### src/include/tap_pkg.sv
package tap_pkg;

    // Test pin group sampled from the board tester
    typedef struct packed {
        logic select;        // Test select
        logic execute;       // test_execute_select
        logic clock;         // Test clock
        logic data_in;       // test_port_data_in
        logic isolation_n;   // bus_isolation_n
    } test_pins_t;

    typedef enum logic [1:0] {
        MODE_NORMAL,
        MODE_FLOAT,
        MODE_XOR
    } mode_t;

    localparam int CHAIN1_LEN   = 42;
    localparam int CHAIN2_LEN   = 41;
    localparam int PAD_OUTS     = 64;

    // Pin levels that request each mode
    localparam logic FLOAT_EXECUTE = 1'b0;
    localparam logic XOR_EXECUTE   = 1'b1;
    localparam logic REQ_CLOCK     = 1'b0;
    localparam logic REQ_DATA_IN   = 1'b1;
    localparam logic REQ_SELECT    = 1'b1;

    localparam logic OE_N_DRIVE    = 1'b0;
    localparam logic OE_N_FLOAT    = 1'b1;

endpackage

### src/design/xor_tree_board_test_port.sv
`timescale 1ns/10ps

// Behaviour
// RQ1: The tester asks for floating mode by holding select 1, execute 0, clock 0, data 1 in reset.
// RQ2: In floating mode every pad is high impedance and all pull resistors are off.
// RQ3: The tester enters XOR mode with select 1, execute 1, clock 0, data 1 and isolation 1.
// RQ4: The tester holds the bus isolation input high before and during the XOR test.
// RQ5: In XOR mode every peripheral input buffer feeds an XOR tree so any toggle flips the output.
// RQ6: In XOR mode all output drivers float except the two that carry chain results.
// RQ7: Chain one drives the flash output-enable pin and chain two the flash write-enable pin.
// RQ8: Chain one covers 42 positions of bus pins and chain two 46 positions of peripheral pins; the code's chain two has 41 (CHAIN2_LEN).
// RQ9: The tester drives the covered pins, watches the outputs and straps none of them.
// RQ10: Each chain output follows its input pins combinationally with no clock edge.
// RQ11: With test select low both test modes are off and pins work normally.
module xor_tree_board_test_port #(
    parameter int CHAIN1_W = tap_pkg::CHAIN1_LEN,
    parameter int CHAIN2_W = tap_pkg::CHAIN2_LEN,
    parameter int PADS     = tap_pkg::PAD_OUTS
) (
    input  wire logic                mclk,          // 25 MHz clock
    input  wire logic                rst_n,         // Synchronous reset
    input  wire tap_pkg::test_pins_t test_pins,     // Tester pin levels
    input  wire logic [CHAIN1_W-1:0] chain1_in,     // Input buffers, chain one order
    input  wire logic [CHAIN2_W-1:0] chain2_in,     // Input buffers, chain two order
    input  wire logic                func_rd_strobe_n, // Normal flash output-enable value
    input  wire logic                func_wr_strobe_n, // Normal flash write-enable value
    input  wire logic [PADS-1:0]     func_oe_n,     // Normal pad enables
    output logic                     flash_output_enable_n,    // Chain one result pin
    output logic                     flash_output_enable_oe_n, // Its driver enable
    output logic                     flash_write_enable_n,     // Chain two result pin
    output logic                     flash_write_enable_oe_n,  // Its driver enable
    output logic [PADS-1:0]          pad_oe_n,      // Other pad driver enables
    output logic                     pulls_en,      // Internal pull resistors on
    output tap_pkg::mode_t           mode           // Current test mode
);

    // Refuse empty chains or pad groups at elaboration
    if (CHAIN1_W < 1 || CHAIN2_W < 1 || PADS < 1)
    begin : g_bad_sizes
        $error("Chains and pad count must be at least one");
    end

    // ------------------------------------------------------------
    // Mode capture
    // ------------------------------------------------------------
    tap_pkg::mode_t mode_ff;
    tap_pkg::mode_t nxt_mode;
    logic           float_req;
    logic           xor_req;

    // Shared decode of the chain result mode
    function automatic logic is_xor(input tap_pkg::mode_t m);
        return m == tap_pkg::MODE_XOR;
    endfunction

    assign float_req = test_pins.select == tap_pkg::REQ_SELECT
                    && test_pins.execute == tap_pkg::FLOAT_EXECUTE
                    && test_pins.clock == tap_pkg::REQ_CLOCK
                    && test_pins.data_in == tap_pkg::REQ_DATA_IN;  // RQ1
    assign xor_req = test_pins.select == tap_pkg::REQ_SELECT
                  && test_pins.execute == tap_pkg::XOR_EXECUTE
                  && test_pins.clock == tap_pkg::REQ_CLOCK
                  && test_pins.data_in == tap_pkg::REQ_DATA_IN
                  && test_pins.isolation_n;                        // RQ3 RQ4

    always_comb
    begin
        nxt_mode = mode_ff;
        if (!test_pins.select)
            nxt_mode = tap_pkg::MODE_NORMAL;                       // RQ11
        else if (mode_ff == tap_pkg::MODE_FLOAT)
            nxt_mode = tap_pkg::MODE_FLOAT;
        else if (xor_req)
            nxt_mode = tap_pkg::MODE_XOR;                          // RQ3
        else
            nxt_mode = tap_pkg::MODE_NORMAL;
    end

    // Float is only latched while reset is held; sync reset lets us sample pins
    always_ff @(posedge mclk)
    begin
        if (!rst_n)
            mode_ff <= float_req ? tap_pkg::MODE_FLOAT : tap_pkg::MODE_NORMAL;  // RQ1
        else
            mode_ff <= nxt_mode;
    end

    assign mode = mode_ff;

    // ------------------------------------------------------------
    // Pad drivers and pulls
    // ------------------------------------------------------------
    logic [PADS-1:0] pad_oe_n_ff;
    logic            pulls_ff;
    logic            rd_oe_n_ff;
    logic            wr_oe_n_ff;

    always_ff @(posedge mclk)
    begin
        if (!rst_n)
            pad_oe_n_ff <= {PADS{tap_pkg::OE_N_FLOAT}};
        else if (nxt_mode != tap_pkg::MODE_NORMAL)
            pad_oe_n_ff <= {PADS{tap_pkg::OE_N_FLOAT}};            // RQ2 RQ6
        else
            pad_oe_n_ff <= func_oe_n;                              // RQ11
    end

    always_ff @(posedge mclk)
    begin
        if (!rst_n)
            pulls_ff <= 1'b0;
        else
            pulls_ff <= nxt_mode != tap_pkg::MODE_FLOAT;           // RQ2
    end

    always_ff @(posedge mclk)
    begin
        if (!rst_n)
        begin
            rd_oe_n_ff <= tap_pkg::OE_N_FLOAT;
            wr_oe_n_ff <= tap_pkg::OE_N_FLOAT;
        end
        else if (nxt_mode == tap_pkg::MODE_FLOAT)
        begin
            rd_oe_n_ff <= tap_pkg::OE_N_FLOAT;                     // RQ2
            wr_oe_n_ff <= tap_pkg::OE_N_FLOAT;
        end
        else
        begin
            // Result pins stay driven in XOR mode
            rd_oe_n_ff <= tap_pkg::OE_N_DRIVE;                     // RQ6
            wr_oe_n_ff <= tap_pkg::OE_N_DRIVE;
        end
    end

    assign pad_oe_n                 = pad_oe_n_ff;
    assign pulls_en                 = pulls_ff;
    assign flash_output_enable_oe_n = rd_oe_n_ff;
    assign flash_write_enable_oe_n  = wr_oe_n_ff;

    // ------------------------------------------------------------
    // XOR chains
    // ------------------------------------------------------------
    // Results bypass flops on purpose: the tree must work with no clock
    logic chain1_out;
    logic chain2_out;

    assign chain1_out = ^chain1_in;                                // RQ5 RQ8
    assign chain2_out = ^chain2_in;                                // RQ5 RQ8

    // Only these two outputs are not flopped; a tester may run with mclk stopped
    assign flash_output_enable_n = is_xor(mode_ff) ? chain1_out
                                                   : func_rd_strobe_n;  // RQ7 RQ10
    assign flash_write_enable_n  = is_xor(mode_ff) ? chain2_out
                                                   : func_wr_strobe_n;  // RQ7 RQ10
endmodule

### config.mk
export PLATFORM = sky130hd
export DESIGN_NAME = xor_tree_board_test_port
export DESIGN_NICKNAME = d
export VERILOG_FILES = /design/src/include/tap_pkg.sv /design/src/design/xor_tree_board_test_port.sv
export SDC_FILE = /design/constraint.sdc
export NUM_CORES = 1
export LEC_CHECK = 0
export BUFFER_PORTS_ARGS = -buffer_cell sky130_fd_sc_hd__buf_2
export CAP_MARGIN = 25
export CORE_AREA = 2 2 89 91
export DETAILED_ROUTE_END_ITERATION = 6
export DIE_AREA = 0 0 91 93
export HOLD_SLACK_MARGIN = 0.05
export PLACE_DENSITY_LB_ADDON = 0.2
export REMOVE_ABC_BUFFERS = 1
export SLEW_MARGIN = 25
export SYNTH_ARGS = -nofsm -noshare
export SYNTH_HDL_FRONTEND = slang
export SYNTH_SLANG_ARGS = --single-unit
### constraint.sdc
create_clock -name mclk -period 1.5 [get_ports mclk]
set_input_delay 0.075 -clock mclk [delete_from_list [all_inputs] [get_ports mclk]]
set_output_delay 0.075 -clock mclk [all_outputs]
set_load 0.01 [all_outputs]
# --- Word-level counts from Yosys, hierarchy flattened ---
# Index checks and enable logic that the tools add are counted.
# Widths: inputs -> output; s select.
totals:
  inputBits: 156
  out_inout_bits: 71
  regBits: 68
  wordCells: 30
classes:
  n_eq_ne: 4
  mux: 8
  bitwise_logic: 3
  reduce_logical: 11
ops:
  columns: ["cell", "n"]
  rows:
  - ["$reduce_xor 42->1", 1]
  - ["$reduce_xor 41->1", 1]
  - ["$mux 2", 4]
  - ["$logic_and 1x1->1", 7]
  - ["$eq 2x1->1 const B", 2]
  - ["$mux 1", 4]
  - ["$not 1->1", 3]
  - ["$eq 2x2->1 const B", 1]
  - ["$ne 2x1->1 const B", 1]
  - ["$reduce_bool 2->1", 1]
  - ["$reduce_or 2->1", 1]

# --- Depth between registers and ports, before layout ---
logic_depth:
  word_depth: 9
  mapped_depth: 7

# --- Least setup slack after synthesis ---
# Ideal clock, no wire load.
synth_path:
  path_type: "reg2reg"
  start: "register mode_ff[0], in the netlist mode[0]"
  end: "register pad_oe_n_ff[32], in the netlist pad_oe_n[32]"
  n_path_buf: 2
  t_arrival_ns: 1.255
  setup_time_ns: 0.127
  slack_ns: 0.119
  stages_incl_launch_ff: 7
  path_cell_list: "dfxtp_1 nor2b_1 nand2_1 nand2_1 clkbuf_1 clkbuf_1 or3_1"
synth_via:
  elab_chain_len: 5
synth_lines:
  columns: ["element", "line_no", "rtl"]
  rows:
  - ["from (decl)", "xor_tree_board_test_port.sv:46", "tap_pkg::mode_t mode_ff;"]
  - ["from (signal assigned)", "xor_tree_board_test_port.sv:83", "mode_ff <= float_req ? tap_pkg::MODE_FLOAT : tap_pkg::MODE_NORMAL;"]
  - ["from (signal assigned)", "xor_tree_board_test_port.sv:85", "mode_ff <= nxt_mode;"]
  - ["$eq 2x1->1", "xor_tree_board_test_port.sv:71", "else if (mode_ff == tap_pkg::MODE_FLOAT)"]
  - ["$mux 2", "xor_tree_board_test_port.sv:71", null]
  - ["$mux 2", "xor_tree_board_test_port.sv:69", "if (!test_pins.select)"]
  - ["$reduce_bool 2->1", "xor_tree_board_test_port.sv:102", "else if (nxt_mode != tap_pkg::MODE_NORMAL)"]
  - ["$reduce_or 2->1 (no source line)", null, null]
  - ["to (signal assigned)", "xor_tree_board_test_port.sv:101", "pad_oe_n_ff <= {PADS{tap_pkg::OE_N_FLOAT}};"]
  - ["to (signal assigned)", "xor_tree_board_test_port.sv:103", "pad_oe_n_ff <= {PADS{tap_pkg::OE_N_FLOAT}};"]
  - ["to (signal assigned)", "xor_tree_board_test_port.sv:105", "pad_oe_n_ff <= func_oe_n;"]
  - ["to (decl)", "xor_tree_board_test_port.sv:93", "logic [PADS-1:0] pad_oe_n_ff;"]
# No other way between the ends.
# A chain may end at the register's enable or synchronous reset.

# --- Final worst setup path ---
layout_path:
  start: "input chain2_in[37]"
  end: "output flash_write_enable_n"
layout_via:
  elab_chain_len: 2
layout_lines:
  columns: ["element", "line_no", "rtl"]
  rows:
  - ["from (decl)", "xor_tree_board_test_port.sv:24", "input wire logic [CHAIN2_W-1:0] chain2_in,"]
  - ["$reduce_xor 41->1", "xor_tree_board_test_port.sv:149", "assign chain2_out = ^chain2_in;"]
  - ["$mux 1", "xor_tree_board_test_port.sv:154", "assign flash_write_enable_n = is_xor(mode_ff) ? chain2_out"]
  - ["to (decl)", "xor_tree_board_test_port.sv:30", "output logic flash_write_enable_n,"]
# No other way between the ends.

==> results <==
- The flow ran to the end, but the final reports show violations.
- The checks that failed: setup timing.
- The internal power component is about 0.0038 W.
- The switching part of the total power is between 20% and 30%.
- TritonCTS built the clock tree.
- Data arrives at the worst endpoint at 1.62 ns.
- The post-synthesis to final-layout area growth is 91.7%.
- The antenna cell count is 0.
- Setup repair after global routing could not meet its margin everywhere.
- Data on the critical path is required at its endpoint by between 1 and 1.5 ns.
- The finished cells cover roughly 0.005 mm^2.
- The simple-gate share of the synthesized area is around 18%.
- The adder-cell share of the synthesized area is 0%.
- The reported net switching power is roughly 0.0013 W.
- The clock passes through at most 2 buffers.
- The relative contribution of the clock network to total power is 33.2%.
- After detailed placement, the total cell area comes to between 0.003 and 0.004 mm^2.
- The final hold violation count is 0.
- The number of nets in the finished design is 690.
- The final worst slack is -0.196 ns.
- The complex-gate fraction of the synthesized area is less than 1%.
- The routed layout has 2769 vias.
- The via density per instance is 4.32.
- The netlist uses 16 different library cells.
- The clock net sink count is 68.
- The number of global-route vias before repair is 2925.
- The congestion estimate from routability-driven global placement came to approximately 0.72.
- In the final routed layout, each cell accounts on average for between 10 and 15 um.
- The first global-routing pass estimated 13500 um of wire.
- The power density over cell area is just over 1000 mW/mm^2.
- The end of the worst register-to-register path is pad_oe_n[27].
- The total count of max-transition violations in the final report was 0.
- The highest clock rate is 590 MHz.
- The synthesized netlist occupies a cell area of about 0.0026 mm^2.
- 227 I/O pins were placed.
- STA classifies the critical path startpoint as an input pin.
- The total of endpoints with negative setup slack in the final report is 2.
- For this run, the share of the core covered by cells in the final layout is between 60 and 70%.
- In this run, placement finished with an instance count of 559.
- The number of remaining DRC errors is 0.
- The final hold slack is 0.171 ns.
- The maximum number of pins on one net before global-route repair is 52.
- Clock skew on the completed layout was measured at roughly 0.010 ns.
- The post-synthesis average cell area is roughly 11 um^2.
- Along the worst hold path, the cell count comes to 5.
- In this run the worst setup path terminates at flash_write_enable_n.
- The first routing iteration left 52 violations.
- The total global routing overflow is 0.
- The peak fanout along the critical path is 1.
- The share of final-layout standard cells stronger than drive strength 1 is between 40% and 50%.
- Synthesis produced about 240 cells.
- The core footprint is about 0.0075 mm^2.
- Summing the areas of all xor and xnor instances in the mapped netlist gives between 20% and 30% of the synthesized area.
- The H-tree level count is 3.
- The initial antenna violation count came to 0.
- The cell at the root of the clock tree is clkbuf_8.
- The Yosys step of the flow raised 0 warnings.
- The first-pass iteration count of the detailed router is 4.
- The placed wire-length estimate is approximately 5600 um.
- The die is between 90 and 100 um wide.
- In this run the register-to-register setup slack is about 0.14 ns.
- The height of the die is 93 um.
- The non-filler instance count after layout is 641.
- The sequential element share of the synthesized area is around 52%.
- The number of synthesized register bits is about 70.
- The overall die area is between 0.008 and 0.009 mm^2.
- After clock tree synthesis, the clock-pin slew on the worst setup and hold paths is roughly 0.06 ns.
- The final wirelength is around 9000 um.
- Of the total power, combinational logic draws between 20% and 30%.
- During placement, the flow inserted port buffers numbering roughly 230.
- STA classifies the critical path endpoint as an output port.
- Once the floorplan was initialized, standard cells occupied 34.8% of the core.
- For the pin with the worst max-slew slack, the measured transition is roughly 0.26 ns.
- The detail route stage leaves a number of antenna-violating nets equal to 0.
- The TritonCTS buffer count is 9.
- The clock latency of the later-clocked register in the worst-skew pair is between 0.3 and 0.4 ns.
- The startpoint of the most critical setup path is chain2_in[37].
- The aggregate negative setup slack is -0.277 ns.
- By startpoint and endpoint, the worst setup path is classified as input pin to output port.
- The row count is 32.
- The largest family of logic cells by synthesized area is XOR/XNOR gates.
- Per report_power, the sequential group accounts for a little under two fifths of the total.
- The number of cells on the worst reg-to-reg path is 5.
- Post-CTS timing repair inserted 0 buffers for setup.
- The leakage component of the power is 2.31 nW.
- Across the run, the number of max-cap violations was 0.
- In this run the critical register-to-register path is launched from mode[0].
- The final critical path time including I/O delays and setup is between 1.5 and 2 ns.
- Of the available clock period, the critical path in the final layout requires 113%.
- The total track usage is 20.1%.
- The worst pin sits at a relative slew slack of between 80 and 90%.
- The largest vdd supply drop is just under 0.8 mV.
- The portion of synthesized area spent on multiplexers is 0%.
- The kind of path behind the tightest hold check is input pin to flop.
-- cells in the mapped netlist --
cell,n,share of area (%)
and2_1,1,0.24
nand2b_1,1,0.24
nand2_1,5,0.72
inv_1,1,0.14
clkbuf_1,14,2.0
nand3b_1,1,0.29
xnor3_1,2,1.7
nor2_1,3,0.43
xor2_1,11,3.7
nor3_1,1,0.19
or3_1,64,15
buf_4,1,0.29
xnor2_1,66,22
o21ai_1,2,0.38
dfxtp_1,68,52
nor2b_1,1,0.24
-- metrics by stage --
stage / power [W] / setup slack (ns)
global placement: 0.00319 / -0.128
floorplan: 0.00276 / -1.34
CTS: 0.00509 / -0.131
global route: 0.00531 / -0.279
detailed placement: 0.00322 / -0.145
finish: 0.00509 / -0.196
-- layout make-up --
cell class,instances,area [um^2]
fillers,579,2510
repair buffers,296,1920
multi-input cells,158,1370
flip-flops and latches,68,1360
clock buffers,11,151
well taps,102,128
clock inverters,5,83.8
inverters,1,3.75
-- cells by family after synthesis --
kind of cell,count (synthesis)
AND/OR/NAND/NOR,77
AO/OA/AOI/OAI,2
XOR/XNOR,79
buffers and inverters,16
flip-flops,68
-- timing repair --
item / 4_1_cts / 5_1_grt
endpoints found under the hold margin: 66 / 0
hold buffers: 66 / 0
cloned: 0 / 0
gates resized for setup: 18 / 18
pin swaps: 18 / 13
endpoints found under the setup margin: 2 / 2
-- sequential cells by signal, summed over array words and instances, names as in the netlist --
signal	cells
mode	2
pad_oe_n	64
flash_write_enable_oe_n	1
pulls_en	1
-- worst max-delay path, cell delays in order --
cell and delay [ns]:
buf_2 0.12, xnor2_2 0.15, xnor2_2 0.14, xnor2_1 0.22, xnor2_1 0.16, xnor3_1 0.46, o21ai_1 0.14, buf_2 0.14
-- how the worst min path moves through the flow --
| stage | start | endpoint | slack [ns] |
|---|---|---|---|
| after floorplan | func_oe_n[0] | pad_oe_n[0] | 0.18 |
| after global placement | func_oe_n[49] | pad_oe_n[49] | 0.26 |
| after detailed placement | func_oe_n[43] | pad_oe_n[43] | 0.26 |
| after CTS | test_pins[2] | mode[0] | 0.15 |
| after global routing | test_pins[2] | mode[0] | 0.21 |
| final | test_pins[2] | mode[0] | 0.17 |
-- power groups by stage --
stage               combinational (W)  sequential, W  clock, W
global placement              0.00122        0.00198         0
detailed placement            0.00124        0.00198         0
CTS                           0.00142        0.00194   0.00173
global route                  0.00155        0.00195   0.00181
finish                        0.00146        0.00194   0.00169
floorplan                    0.000712        0.00204         0
-- cell usage in the layout (no fill, tap or decap) --
master and n:
xnor3_1 2, clkinvlp_4 2, nor3_2 1, inv_1 1, buf_6 10, buf_2 214, xor2_2 2, nand2b_1 1
dlygate4sd3_1 66, clkinv_4 1, bufinv_16 2, xnor2_1 48, nand3b_1 1, and2_1 1, nor2b_1 1, dfxtp_1 68
xor2_1 8, nand2_1 5, buf_8 1, clkbuf_8 11, xor2_4 1, o21ai_1 2, or3_1 64, buf_4 3
xnor2_2 18, buf_12 2, nor2_1 3
-- metal layers --
layer | up-vias | GRT usage, % | part of all wire [%] | wire (um)
met3 | 6 | 7.41 | 10 | 896
met5 | - | 0 | 0 | 0
li1 | 1368 | - | - | -
met1 | 1238 | 20.9 | 36 | 3260
met4 | 0 | 6.82 | 0.76 | 68
met2 | 157 | 37.3 | 53 | 4750
No activity file was read; power rests on OpenSTA's default activity.
